<file path="src/tfz_pkg.sv">
// constants, types and field layout for the trace filter and interrupt freeze block
// How it works
// - capability bit 4 reports privilege-qualified tracing
// - debug control bits 10/9 suppress user/privileged
// - privileged suppress at level 0, user above
// - freeze controls only from monitor version 2
// - debug control bit 11 enables branch freezing
// - legacy freeze clears branch recording enable bit
// - streamlined freeze sets branch flag, keeps enable
// - debug control bit 12 enables counter freezing
// - legacy counter freeze clears global counter enable
// - streamlined counter freeze sets flag, keeps enable
// - freeze on overflow of interrupt-enabled counter
// - event select bit 20 enables counter interrupt
// - fixed field bit 3 enables interrupt
// - buffer thresholds also trigger the freezes
// - overflow status readable at 0x38e
// - writing ones at 0x390 clears status
package tfz_pkg;
  localparam int NUM_GP = 4;
  localparam int NUM_FX = 3;
  localparam int FX_FIELD_W = 4;
  localparam int FX_PMI_BIT = 3;
  localparam int EVT_PMI_BIT = 20;

  localparam logic [31:0] MSR_STATUS = 32'h0000038e;
  localparam logic [31:0] MSR_OVF_CLR = 32'h00000390;
  localparam logic [31:0] MSR_DBGCTL = 32'h00000c00;
  localparam logic [31:0] MSR_GCTL = 32'h00000c01;
  localparam logic [31:0] MSR_FXCTL = 32'h00000c02;
  localparam logic [31:0] MSR_EVTSEL_BASE = 32'h00000c04;

  localparam int DBG_REC_BIT = 0;
  localparam int DBG_MSG_BIT = 6;
  localparam int DBG_STORE_BIT = 7;
  localparam int DBG_OFF_PRIV_BIT = 9;
  localparam int DBG_OFF_USER_BIT = 10;
  localparam int DBG_FRZ_BR_BIT = 11;
  localparam int DBG_FRZ_CTR_BIT = 12;
  localparam logic [63:0] DBG_WMASK = 64'h0000_0000_0000_dfc3;
  localparam logic [63:0] GCTL_MASK = 64'h0000_0007_0000_000f;
  localparam logic [63:0] FXCTL_MASK = 64'h0000_0000_0000_0fff;
  localparam int GCTL_FX_LSB = 32;

  localparam int STAT_FX_LSB = 32;
  localparam int STAT_BTS_BIT = 61;
  localparam int STAT_PRECISE_SAMPLE_BUFFER_BIT = 62;
  localparam int STAT_BR_FRZ_BIT = 58;
  localparam int STAT_COUNTER_FREEZE_FLAG_BIT = 59;

  localparam logic [63:0] RST_DBGCTL = 64'h0;
  localparam logic [63:0] RST_GCTL = 64'h0;
  localparam logic [63:0] RST_FXCTL = 64'h0;
  localparam logic [63:0] RST_EVTSEL = 64'h0;
  localparam logic [63:0] RST_STATUS = 64'h0;

  localparam logic [7:0] VER_FREEZE_MIN = 8'h02;
  localparam logic [7:0] VER_STREAM_MIN = 8'h04;
  localparam int CAP_CPL_TRACE_BIT = 4;
  localparam logic [31:0] CAP_LEAF1_ECX = 32'h0000_0010;

  typedef enum logic [1:0] {
    FLV_NONE = 2'b00,
    FLV_LEGACY = 2'b01,
    FLV_STREAM = 2'b11
  } tfz_flavour_e;

  typedef struct packed {
    logic wr;
    logic rd;
    logic [31:0] addr;
    logic [63:0] wdata;
  } tfz_msr_req_s;

  typedef struct packed {
    logic ack;
    logic fault;
    logic [63:0] rdata;
  } tfz_msr_rsp_s;

  typedef struct packed {
    logic [NUM_GP-1:0] gp_ovf;
    logic [NUM_FX-1:0] fx_ovf;
    logic precise_sample_buffer_thresh;
    logic bts_thresh;
  } tfz_evt_s;
endpackage

</file>
<file path="src/tfz_core.sv">
// trace filtering by privilege level and freeze of branch stack and counters on interrupt
`timescale 1ns/1ps
module tfz_core
  import tfz_pkg::*;
(
  input wire logic i_clk_sys,
  input wire logic i_srst,
  input wire logic i_ce,
  input wire tfz_msr_req_s i_msr_req,
  input wire tfz_evt_s i_evt,
  input wire logic [1:0] i_cpl,
  input wire logic [7:0] i_perf_version,
  output tfz_msr_rsp_s o_msr_rsp,
  output logic [31:0] o_leaf1_ecx,
  output logic o_branch_record_en,
  output logic o_trace_msg_en,
  output logic o_trace_store_en,
  output logic [NUM_GP-1:0] o_gp_count_en,
  output logic [NUM_FX-1:0] o_fx_count_en,
  output logic o_pmi_req
);
  logic [63:0] dbgctl_r, dbgctl_nxt;
  logic [63:0] gctl_r, gctl_nxt;
  logic [63:0] fxctl_r, fxctl_nxt;
  logic [63:0] evtsel_r [NUM_GP];
  logic [63:0] evtsel_nxt [NUM_GP];
  logic [63:0] status_r, status_nxt;
  tfz_msr_rsp_s rsp_r, rsp_nxt;
  logic [31:0] ecx_r, ecx_nxt;
  logic brec_r, brec_nxt;
  logic tmsg_r, tmsg_nxt;
  logic tstore_r, tstore_nxt;
  logic [NUM_GP-1:0] gpen_r, gpen_nxt;
  logic [NUM_FX-1:0] fxen_r, fxen_nxt;
  logic pmi_r, pmi_nxt;

  tfz_flavour_e flavour;
  logic pmi;
  logic suppress;
  logic sel_hit;
  logic [1:0] sel_idx;
  logic [31:0] sel_off;
  logic [NUM_GP-1:0] gp_pmi_en;
  logic [63:0] stat_set;
  logic dbg_wr;
  logic gctl_wr;
  logic clr_wr;

  always_comb
  begin
    if (i_perf_version >= VER_STREAM_MIN)
      flavour = FLV_STREAM;
    else if (i_perf_version >= VER_FREEZE_MIN)
      flavour = FLV_LEGACY;
    else
      flavour = FLV_NONE;
  end

  genvar gi;
  generate
    for (gi = 0; gi < NUM_GP; gi++)
    begin : g_sel
      assign gp_pmi_en[gi] = evtsel_r[gi][EVT_PMI_BIT];
    end
  endgenerate

  tfz_pmi_detect u_detect (
    .i_evt(i_evt),
    .i_gp_pmi_en(gp_pmi_en),
    .i_fxctl(fxctl_r),
    .o_pmi(pmi)
  );

  assign suppress = (i_cpl == 2'b00) ? dbgctl_nxt[DBG_OFF_PRIV_BIT] :
    dbgctl_nxt[DBG_OFF_USER_BIT];

  assign sel_off = i_msr_req.addr - MSR_EVTSEL_BASE;
  assign sel_hit = (i_msr_req.addr >= MSR_EVTSEL_BASE) &&
    (sel_off < 32'(NUM_GP));
  assign sel_idx = sel_off[1:0];
  assign dbg_wr = i_msr_req.wr && (i_msr_req.addr == MSR_DBGCTL);
  assign gctl_wr = i_msr_req.wr && (i_msr_req.addr == MSR_GCTL);
  assign clr_wr = i_msr_req.wr && (i_msr_req.addr == MSR_OVF_CLR);

  // overflow and threshold events that set status flags
  always_comb
  begin
    stat_set = '0;
    stat_set[NUM_GP-1:0] = i_evt.gp_ovf;
    stat_set[STAT_FX_LSB +: NUM_FX] = i_evt.fx_ovf;
    stat_set[STAT_BTS_BIT] = i_evt.bts_thresh;
    stat_set[STAT_PRECISE_SAMPLE_BUFFER_BIT] = i_evt.precise_sample_buffer_thresh;
    if (pmi && (flavour == FLV_STREAM))
    begin
      stat_set[STAT_BR_FRZ_BIT] = dbgctl_r[DBG_FRZ_BR_BIT];
      stat_set[STAT_COUNTER_FREEZE_FLAG_BIT] = dbgctl_r[DBG_FRZ_CTR_BIT];
    end
  end

  // register file and freeze next state
  always_comb
  begin
    dbgctl_nxt = dbgctl_r;
    gctl_nxt = gctl_r;
    fxctl_nxt = fxctl_r;
    evtsel_nxt = evtsel_r;
    status_nxt = status_r;
    rsp_nxt = '0;
    rsp_nxt.ack = i_msr_req.wr | i_msr_req.rd;
    if (i_msr_req.wr)
    begin
      if (i_msr_req.addr == MSR_DBGCTL)
        dbgctl_nxt = i_msr_req.wdata & DBG_WMASK;
      else if (i_msr_req.addr == MSR_GCTL)
        gctl_nxt = i_msr_req.wdata & GCTL_MASK;
      else if (i_msr_req.addr == MSR_FXCTL)
        fxctl_nxt = i_msr_req.wdata & FXCTL_MASK;
      else if (sel_hit)
        evtsel_nxt[sel_idx] = i_msr_req.wdata;
      else if (i_msr_req.addr == MSR_OVF_CLR)
        status_nxt = status_r & ~i_msr_req.wdata;
      else
        rsp_nxt.fault = 1'b1;
    end
    else if (i_msr_req.rd)
    begin
      if (i_msr_req.addr == MSR_DBGCTL)
        rsp_nxt.rdata = dbgctl_r;
      else if (i_msr_req.addr == MSR_GCTL)
        rsp_nxt.rdata = gctl_r;
      else if (i_msr_req.addr == MSR_FXCTL)
        rsp_nxt.rdata = fxctl_r;
      else if (sel_hit)
        rsp_nxt.rdata = evtsel_r[sel_idx];
      else if (i_msr_req.addr == MSR_STATUS)
        rsp_nxt.rdata = status_r;
      else if (i_msr_req.addr == MSR_OVF_CLR)
        rsp_nxt.rdata = '0;
      else
        rsp_nxt.fault = 1'b1;
    end
    status_nxt = status_nxt | stat_set;
    if (pmi && (flavour == FLV_LEGACY))
    begin
      if (dbgctl_r[DBG_FRZ_BR_BIT])
        dbgctl_nxt[DBG_REC_BIT] = 1'b0;
      if (dbgctl_r[DBG_FRZ_CTR_BIT])
        gctl_nxt = '0;
    end
  end

  // effective enables seen by the core
  always_comb
  begin
    ecx_nxt = CAP_LEAF1_ECX;
    brec_nxt = dbgctl_nxt[DBG_REC_BIT] & ~status_nxt[STAT_BR_FRZ_BIT];
    tmsg_nxt = dbgctl_nxt[DBG_MSG_BIT] & ~suppress;
    tstore_nxt = dbgctl_nxt[DBG_STORE_BIT] & ~suppress;
    gpen_nxt = gctl_nxt[NUM_GP-1:0] & {NUM_GP{~status_nxt[STAT_COUNTER_FREEZE_FLAG_BIT]}};
    fxen_nxt = gctl_nxt[GCTL_FX_LSB +: NUM_FX] & {NUM_FX{~status_nxt[STAT_COUNTER_FREEZE_FLAG_BIT]}};
    pmi_nxt = pmi;
  end

  always_ff @(posedge i_clk_sys)
  begin
    if (i_srst)
    begin
      dbgctl_r <= RST_DBGCTL;
      gctl_r <= RST_GCTL;
      fxctl_r <= RST_FXCTL;
      for (int i = 0; i < NUM_GP; i++)
        evtsel_r[i] <= RST_EVTSEL;
      status_r <= RST_STATUS;
      rsp_r <= '0;
      ecx_r <= '0;
      brec_r <= 1'b0;
      tmsg_r <= 1'b0;
      tstore_r <= 1'b0;
      gpen_r <= '0;
      fxen_r <= '0;
      pmi_r <= 1'b0;
    end
    else if (i_ce)
    begin
      dbgctl_r <= dbgctl_nxt;
      gctl_r <= gctl_nxt;
      fxctl_r <= fxctl_nxt;
      evtsel_r <= evtsel_nxt;
      status_r <= status_nxt;
      rsp_r <= rsp_nxt;
      ecx_r <= ecx_nxt;
      brec_r <= brec_nxt;
      tmsg_r <= tmsg_nxt;
      tstore_r <= tstore_nxt;
      gpen_r <= gpen_nxt;
      fxen_r <= fxen_nxt;
      pmi_r <= pmi_nxt;
    end
  end

  assign o_msr_rsp = rsp_r;
  assign o_leaf1_ecx = ecx_r;
  assign o_branch_record_en = brec_r;
  assign o_trace_msg_en = tmsg_r;
  assign o_trace_store_en = tstore_r;
  assign o_gp_count_en = gpen_r;
  assign o_fx_count_en = fxen_r;
  assign o_pmi_req = pmi_r;

  // checks

  property p_cap;
    @(posedge i_clk_sys) disable iff (i_srst)
      $past(i_ce) && !$past(i_srst) |-> o_leaf1_ecx[CAP_CPL_TRACE_BIT];
  endproperty
  a_cap: assert property (p_cap) else $error("capability bit not reported");

  property p_supp_priv;
    @(posedge i_clk_sys) disable iff (i_srst)
      i_ce && (i_cpl == 2'b00) && dbgctl_nxt[DBG_OFF_PRIV_BIT]
      |=> !o_trace_msg_en && !o_trace_store_en;
  endproperty
  a_supp_priv: assert property (p_supp_priv) else $error("privileged trace not suppressed");

  property p_supp_user;
    @(posedge i_clk_sys) disable iff (i_srst)
      i_ce && (i_cpl != 2'b00) && dbgctl_nxt[DBG_OFF_USER_BIT]
      |=> !o_trace_msg_en && !o_trace_store_en;
  endproperty
  a_supp_user: assert property (p_supp_user) else $error("user trace not suppressed");

  property p_no_freeze;
    @(posedge i_clk_sys) disable iff (i_srst)
      i_ce && (flavour == FLV_NONE) && !dbg_wr && !gctl_wr && dbgctl_r[DBG_REC_BIT]
      && (gctl_r != '0) && !status_r[STAT_BR_FRZ_BIT]
      |=> dbgctl_r[DBG_REC_BIT] && (gctl_r != '0) && !status_r[STAT_BR_FRZ_BIT];
  endproperty
  a_no_freeze: assert property (p_no_freeze) else $error("freeze below version 2");

  property p_leg_branch;
    @(posedge i_clk_sys) disable iff (i_srst)
      i_ce && pmi && (flavour == FLV_LEGACY) && dbgctl_r[DBG_FRZ_BR_BIT]
      |=> !dbgctl_r[DBG_REC_BIT] && !o_branch_record_en && o_pmi_req;
  endproperty
  a_leg_branch: assert property (p_leg_branch) else $error("legacy branch freeze missed");

  property p_str_branch;
    @(posedge i_clk_sys) disable iff (i_srst)
      i_ce && pmi && (flavour == FLV_STREAM) && dbgctl_r[DBG_FRZ_BR_BIT] && !dbg_wr
      |=> status_r[STAT_BR_FRZ_BIT] && !o_branch_record_en &&
      (dbgctl_r[DBG_REC_BIT] == $past(dbgctl_r[DBG_REC_BIT]));
  endproperty
  a_str_branch: assert property (p_str_branch) else $error("streamlined branch freeze wrong");

  property p_leg_ctr;
    @(posedge i_clk_sys) disable iff (i_srst)
      i_ce && pmi && (flavour == FLV_LEGACY) && dbgctl_r[DBG_FRZ_CTR_BIT]
      |=> (gctl_r == '0) && (o_gp_count_en == '0) && (o_fx_count_en == '0);
  endproperty
  a_leg_ctr: assert property (p_leg_ctr) else $error("legacy counter freeze missed");

  property p_str_ctr;
    @(posedge i_clk_sys) disable iff (i_srst)
      i_ce && pmi && (flavour == FLV_STREAM) && dbgctl_r[DBG_FRZ_CTR_BIT] && !gctl_wr
      |=> status_r[STAT_COUNTER_FREEZE_FLAG_BIT] && (gctl_r == $past(gctl_r)) &&
      (o_gp_count_en == '0) && (o_fx_count_en == '0);
  endproperty
  a_str_ctr: assert property (p_str_ctr) else $error("streamlined counter freeze wrong");

  property p_pmi;
    @(posedge i_clk_sys) disable iff (i_srst)
      i_ce |=> (o_pmi_req == $past(pmi));
  endproperty
  a_pmi: assert property (p_pmi) else $error("interrupt request mismatch");

  property p_status_read;
    @(posedge i_clk_sys) disable iff (i_srst)
      i_ce && i_msr_req.rd && !i_msr_req.wr && (i_msr_req.addr == MSR_STATUS)
      |=> o_msr_rsp.ack && !o_msr_rsp.fault && (o_msr_rsp.rdata == $past(status_r));
  endproperty
  a_status_read: assert property (p_status_read) else $error("status read wrong");

  property p_clear;
    @(posedge i_clk_sys) disable iff (i_srst)
      i_ce && clr_wr && !pmi && (stat_set == '0)
      |=> ((status_r & $past(i_msr_req.wdata)) == '0);
  endproperty
  a_clear: assert property (p_clear) else $error("status flags not cleared");

  property p_hold;
    @(posedge i_clk_sys) disable iff (i_srst)
      status_r[STAT_COUNTER_FREEZE_FLAG_BIT] && !(clr_wr && i_msr_req.wdata[STAT_COUNTER_FREEZE_FLAG_BIT])
      |=> status_r[STAT_COUNTER_FREEZE_FLAG_BIT];
  endproperty
  a_hold: assert property (p_hold) else $error("counter freeze flag dropped");
endmodule

</file>
<file path="src/tfz_pmi_detect.sv">
// interrupt-condition detection from counter overflows and buffer thresholds
`timescale 1ns/1ps
module tfz_pmi_detect
  import tfz_pkg::*;
(
  input wire tfz_evt_s i_evt,
  input wire logic [NUM_GP-1:0] i_gp_pmi_en,
  input wire logic [63:0] i_fxctl,
  output logic o_pmi
);
  logic [NUM_GP-1:0] gp_hit;
  logic [NUM_FX-1:0] fx_hit;

  genvar gi;
  generate
    for (gi = 0; gi < NUM_GP + NUM_FX; gi++)
    begin : g_hit
      if (gi < NUM_GP)
      begin : g_gp
        assign gp_hit[gi] = i_evt.gp_ovf[gi] & i_gp_pmi_en[gi];
      end
      else
      begin : g_fx
        assign fx_hit[gi-NUM_GP] = i_evt.fx_ovf[gi-NUM_GP] &
          i_fxctl[(gi-NUM_GP)*FX_FIELD_W+FX_PMI_BIT];
      end
    end
  endgenerate

  assign o_pmi = (|gp_hit) | (|fx_hit) | i_evt.precise_sample_buffer_thresh | i_evt.bts_thresh;
endmodule
</file>
<file path="config.mk">
export PLATFORM = sky130hd
export DESIGN_NAME = tfz_core
export DESIGN_NICKNAME = d
export VERILOG_FILES = /design/src/tfz_pkg.sv /design/src/tfz_core.sv /design/src/tfz_pmi_detect.sv
export SDC_FILE = /design/constraint.sdc
export NUM_CORES = 1
export LEC_CHECK = 0
export BUFFER_PORTS_ARGS = -buffer_cell sky130_fd_sc_hd__buf_2
export CAP_MARGIN = 30
export CORE_ASPECT_RATIO = 1.25
export CORE_MARGIN = 5
export CORE_UTILIZATION = 50
export DETAILED_ROUTE_END_ITERATION = 7
export GPL_ROUTABILITY_DRIVEN = 1
export PLACE_DENSITY = 0.7
export RECOVER_POWER = 100
export SYNTH_ARGS = -nofsm -noshare
export SYNTH_HDL_FRONTEND = slang
export SYNTH_SLANG_ARGS = --single-unit
</file>
<file path="constraint.sdc">
create_clock -name i_clk_sys -period 4.2 [get_ports i_clk_sys]
set_clock_uncertainty 0.05 [all_clocks]
set_input_delay 0.21 -clock i_clk_sys [delete_from_list [all_inputs] [get_ports i_clk_sys]]
set_output_delay 0.21 -clock i_clk_sys [all_outputs]
set_load 0.01 [all_outputs]
</file>
# Word level (Yosys, flattened, before mapping)
# Index checks and enable logic that the tools add are counted.
[op_classes]
add_sub_neg = 1
magnitude_cmp = 6
eq_ne = 7
n_mux = 43
bitwise = 26
reduce_logical = 10
[ops]
columns = ["cell", "n"]
rows = [
  ["2-to-1 mux 64 bit", 20],
  ["bitwise mux 256 bit", 1],
  ["binary-select mux 64 bit (select 2 bit)", 1],
  ["demux 64 bit (select 2 bit)", 1],
  ["== test 32 x 12 -> 1 bit, second input constant", 3],
  ["2-to-1 mux 65 bit", 1],
  ["AND 64 bit", 1],
  ["== test 32 x 10 -> 1 bit, second input constant", 2],
  ["inverter 64 bit", 1],
  ["OR 64 x 63 -> 64 bit", 1],
  ["greater-or-equal comparator 32 x 12 -> 1 bit, second input constant", 1],
  ["less-than comparator 32 x 3 -> 1 bit, second input constant", 1],
  ["subtractor 32 x 12 -> 32 bit, second input constant", 1],
  ["2-to-1 mux 11 bit", 2],
  ["2-to-1 mux 1 bit", 15],
  ["AND 1 bit", 10],
  ["greater-or-equal comparator 8 x 2 -> 1 bit, second input constant", 1],
  ["greater-or-equal comparator 8 x 3 -> 1 bit, second input constant", 1],
  ["inverter 1 bit", 6],
  ["AND reduction 6 bit", 1],
  ["AND reduction 5 bit", 1],
  ["AND 4 bit", 1],
  ["logical AND 1 bit", 4],
  ["2-to-1 mux 2 bit", 2],
  ["other kinds (11)", 14],
]
[word_totals]
regBits = 485
out_inout_bits = 109
wordCells = 112

# Depth between registers and ports, before layout
[depth]
depth_word = 11
depth_mapped = 12
ltp_nobuf = 7

# By module
# Synthesis repeated with hierarchy kept, for this count alone.
[unflattened]
cells_unflattened = 2186
hier_area_um2 = 21595.7
[modules_own_cells]
columns = ["mod", "n_inst", "cells_each", "area_each_um2", "seq_area_each_um2"]
rows = [
  ["tfz_core", 1, 2181, 21554.4, 9709.3],
  ["tfz_pmi_detect", 1, 5, 41.3, 0.0],
]

# Least setup slack after synthesis
# Ideal clock, no wire load.
[synth_timing]
path_type = "input-to-reg"
start = "input i_msr_req[68] (netlist bit)"
end = "register evtsel_r[10] (netlist bit)"
t_arrival_ps = 2336
slack_ps = 1687
path_stages = 9
cell_sequence = "or4_4 -> or4_4 -> o21ai_2 -> nand3_4 -> nor4b_2 -> buf_6 -> buf_12 -> mux2i_1 -> nor2_1"
[synth_via]
elab_chain_cells = 4
word_cells_on_any_way = 11
cone_classes = "add/sub (1); order compare (2); eq/ne (3); bitwise (3); reduce/logical (2)"
[synth_rtl]
columns = ["element", "line", "rtl"]
rows = [
  ["start: declaration", "tfz_core.sv:9", "input wire tfz_msr_req_s i_msr_req,"],
  ["subtractor 32 x 12 -> 32 bit", "tfz_core.sv:77", "assign sel_off = i_msr_req.addr - MSR_EVTSEL_BASE;"],
  ["less-than comparator 32 x 3 -> 1 bit", "tfz_core.sv:79", "(sel_off < 32'(NUM_GP));"],
  ["logical AND 1 bit", "tfz_core.sv:78", "assign sel_hit = (i_msr_req.addr >= MSR_EVTSEL_BASE) &&"],
  ["AND reduction 6 bit (no source line) *", "n/a", ""],
  ["end signal: assignment", "tfz_core.sv:188", "evtsel_r <= evtsel_nxt;"],
  ["end: declaration", "tfz_core.sv:25", "logic [63:0] evtsel_r [NUM_GP];"],
]
# Mark *: on every way between the ends. The rest lies on a longest branch, timed or not.
# A chain may end at the register's enable or synchronous reset.

# Worst setup path after layout
[layout_timing]
start = "input i_evt[3] (netlist bit)"
end = "register gctl_r[44]"
[layout_via]
elab_chain_cells = 7
[layout_rtl]
columns = ["element", "line", "rtl"]
rows = [
  ["start: declaration", "tfz_core.sv:10", "input wire tfz_evt_s i_evt,"],
  ["AND 1 bit", "tfz_pmi_detect.sv:24", "assign fx_hit[gi-NUM_GP] = i_evt.fx_ovf[gi-NUM_GP] &"],
  ["OR reduction 3 bit", "tfz_pmi_detect.sv:30", "assign o_pmi = (|gp_hit) | (|fx_hit) | i_evt.precise_sample_buffer_thresh | i_evt.bts_thresh;"],
  ["OR 1 bit (3 in series)", "tfz_pmi_detect.sv:30", ""],
  ["logical AND 1 bit", "tfz_core.sv:143", "if (pmi && (flavour == FLV_LEGACY))"],
  ["2-to-1 mux 64 bit", "tfz_core.sv:143", ""],
  ["end signal: assignment", "tfz_core.sv:186", "gctl_r <= gctl_nxt;"],
  ["end: declaration", "tfz_core.sv:23", "logic [63:0] gctl_r, gctl_nxt;"],
]
# Every way passes these cells.

==> results.cfg <==
[sta]
hold_viol = 0
slew_viol_final = 154
timing.final.crit_period_ns = 3.55
setup_violations = 0
rsz0062_at_grt = no
fmax_mhz = 281
maxSlewHeadroom_pct = -73.6
tightest_slew_ns = 2.60
post-route-period-util_pct = 84.6
finalSetupTns_ns = 0
holdWs_ns = 0.0936

[yosys]
yosysTopAreaCellShare_pct = 45.0
synthTopCellsByCount = dfxtp_1 (485), nand2b_1 (314), mux2i_1 (267)
synth_warnings = 0
synth_seq_cells = 485
syn_inst = 2238
synth_area_um2 = 21600
synth_cell_type_count = 69
syn_area_per_cell_um2 = 9.65
synth_area_leader_cell = dfxtp_1
yosysMostFrequentCell = dfxtp_1
yosysSeqAreaShare_pct = 45.0
synth_edf_count = 0
synthArstFlopShare_pct = 0
ys.flop_type = dfxtp_1
netlist_top_cells_area = dfxtp_1 (45%), mux2i_1 (12%), nand2b_1 (9.1%)

[pwr]
ir_drop_v = 0.000307
p_int_uw = 7260
switching_share_pct = 22.7
power_density_nw_per_um2 = 376
leakage_uw = 0.00955
clock_power_share_pct = 44.9
seqPwrFrac_pct = 49.2
p_comb_share_pct = 5.9
p_sw_uw = 2130

[floorplan]
dieArea_um2 = 47500
coreArea_um2 = 42900
start_util_pct = 50.4
rows = 85
die_h_um = 242
die_w_um = 196
io_pins = 229

[critical_path]
end_kind = flip-flop
cp-endpoint = gctl_r[44]$_SDFFE_PP0P_
cp_slowest_stage_delay_ns = 1.11
crit_start = i_evt[3]
reg2regPathDepth = 8
cp_common_cell = nor2_1
path_cells = dlygate4sd3_1 > buf_2 > a211oi_1 > nand4_1 > nand2_1 > nor2_1 > nor2_1 > a21o_1 > buf_4 > and2_0
r2r_slack_ns = 0.69
slowest_stage = a21o_1
cp_data_required_time_ns = 4.65
crit_arrival_ns = 4.00
r2r_end = gctl_r[44]$_SDFFE_PP0P_
criticalPathCategory = input pin to flip-flop
worstPathMaxFanout = 33
start_kind = input pin
r2r_start = fxctl_r[7]$_SDFFE_PP0P_

[hold_path]
min_from = i_cpl[0]
hold_depth = 6
hold_path_class = input pin to flip-flop

[global_routing]
grt_first_pass_wirelength_um = 93600
grt_max_degree = 233
grt_pass1_vias = 17200
antenna_found_initial = 2
grt.total_usage_pct = 24.3
globalRouteOverflowTotal = 0

[outcome]
outcome = finished, violations left
violations = max-capacitance violations, max-slew violations

[final_layout]
fillCellCount = 3702
finish.net_count = 2548
syn_to_final_growth_pct = 15.7
antenna_cells = 0
layout-drive-gt1-share_pct = 12.5

[clock_network]
clock_path_buffers = 3
cts_tree = done
htree_levels = 2
cts-root-buf = clkbuf_16
numCtsBuffers = 47
clk_latency_ns = 0.56
cts.hold.buffers_added = 79
clock-sinks = 485
postCtsSetupBuffers = 0
clkSlewWorstSetupHoldPaths_ns = 0.06
cts_resized = 0

[drt]
drc = 0
totalWireLength_um = 60300
drt_iter0_markers = 1230
vias = 17100
via_per_inst = 5.63
first_pass_iters = 6
wl_per_cell_um = 19.9
detail-route-antenna-nets = 0

[place]
dpl.hpwl_um = 36900
io_buffers = 196
gp_congestion = 0.877

[job]
cap_violations = 1
[registers in the layout (all words and copies together) (netlist names)]
name / flops
dbgctl_r: 11
evtsel_r: 256
fxctl_r: 12
gctl_r: 64
o_branch_record_en: 1
o_fx_count_en: 3
o_gp_count_en: 4
o_leaf1_ecx: 1
o_msr_rsp: 66
o_pmi_req: 1
o_trace_msg_en: 1
o_trace_store_en: 1
status_r: 64
[power by group through the flow]
stage	Combinational (µW)	Sequential (µW)	Clock (µW)
2_1_floorplan	307	4720	0
3_3_place_gp	474	4720	0
3_5_place_dp	483	4720	0
4_1_cts	547	4610	4300
5_1_grt	593	4610	4480
6_report	554	4610	4220
[stage by stage]
stage / utilization (%) / cells / area (µm²) / setup WS, ns / total power, µW
CTS: 58.7 / 3030 / 25100 / 1.24 / 9460
global route: 58.3 / 3031 / 25000 / 0.514 / 9690
floorplan: - / 2268 / 21700 / 1.69 / 5020
global placement: 53.2 / 2864 / 22800 / 0.812 / 5190
finish: 58.3 / 3031 / 25000 / 0.646 / 9380
detailed placement: 53.2 / 2864 / 22800 / 0.798 / 5200
[area by class of cell]
class | instances | area [µm²] | area share [%]
multi-input cells | 1576 | 10900 | 43.8
well taps | 565 | 707 | 2.83
clock inverters | 17 | 148 | 0.591
flip-flops and latches | 485 | 9710 | 38.9
repair buffers | 308 | 2040 | 8.17
inverters | 10 | 37.5 | 0.150
clock buffers | 70 | 1400 | 5.59
[layer usage]
layer | wire length (µm) | GRT usage [%] | vias up
met5 | 22 | 0 | -
met4 | 1950 | 8.55 | 4
met3 | 4610 | 4.63 | 124
met2 | 28500 | 40.5 | 622
met1 | 25200 | 31.5 | 8256
li1 | - | - | 8073
[worst min-delay path by stage]
| stage | endpoint | slack [ns] |
|---|---|---|
| 2_1_floorplan | status_r[10]$_SDFFE_PP0P_ | 0.25 |
| 3_3_place_gp | status_r[42]$_SDFFE_PP0P_ | 0.37 |
| 3_5_place_dp | status_r[43]$_SDFFE_PP0P_ | 0.37 |
| 4_1_cts | o_trace_msg_en$_SDFFE_PP0P_ | 0.08 |
| 5_1_grt | o_trace_msg_en$_SDFFE_PP0P_ | 0.16 |
| 6_report | o_trace_msg_en$_SDFFE_PP0P_ | 0.09 |
[worst max-delay path, delay by kind of cell]
| family | cells | cell delay (ns) |
|---|---|---|
| AND/OR/NAND/NOR | 5 | 0.98 |
| buffers and inverters | 3 | 1.14 |
| AO/OA/AOI/OAI | 2 | 1.65 |
[kinds of logic (layout without fill, tap and decap cells)]
kind of cell,Yosys count,count (layout),share of synthesized area (%)
AO/OA/AOI/OAI,357,357,9.49
XOR/XNOR,1,1,0.0406
buffers and inverters,207,405,4.93
flip-flops,485,485,45.0
multiplexers,332,332,19.1
other,1,31,0.0174
AND/OR/NAND/NOR,855,855,21.4
[cells in the final DEF (no fill, tap or decap), types with 9 or more instances in the layout]
master         instances
dfxtp_1              485
nand2b_1             314
mux2i_1              267
a21oi_1              243
nor2_1               206
buf_2                114
clkbuf_1              93
nand2_1               84
dlygate4sd3_1         79
nand3_1               73
mux4_2                64
nor2b_1               52
clkbuf_16             49
o21ai_0               37
and2_1                34
conb_1                31
and2_0                24
buf_4                 22
a22oi_1               15
nor3_1                12
nor4_1                11
clkinv_2              11
inv_1                 10
clkbuf_8               9
Note: power is estimated with default switching activity, not from simulation.
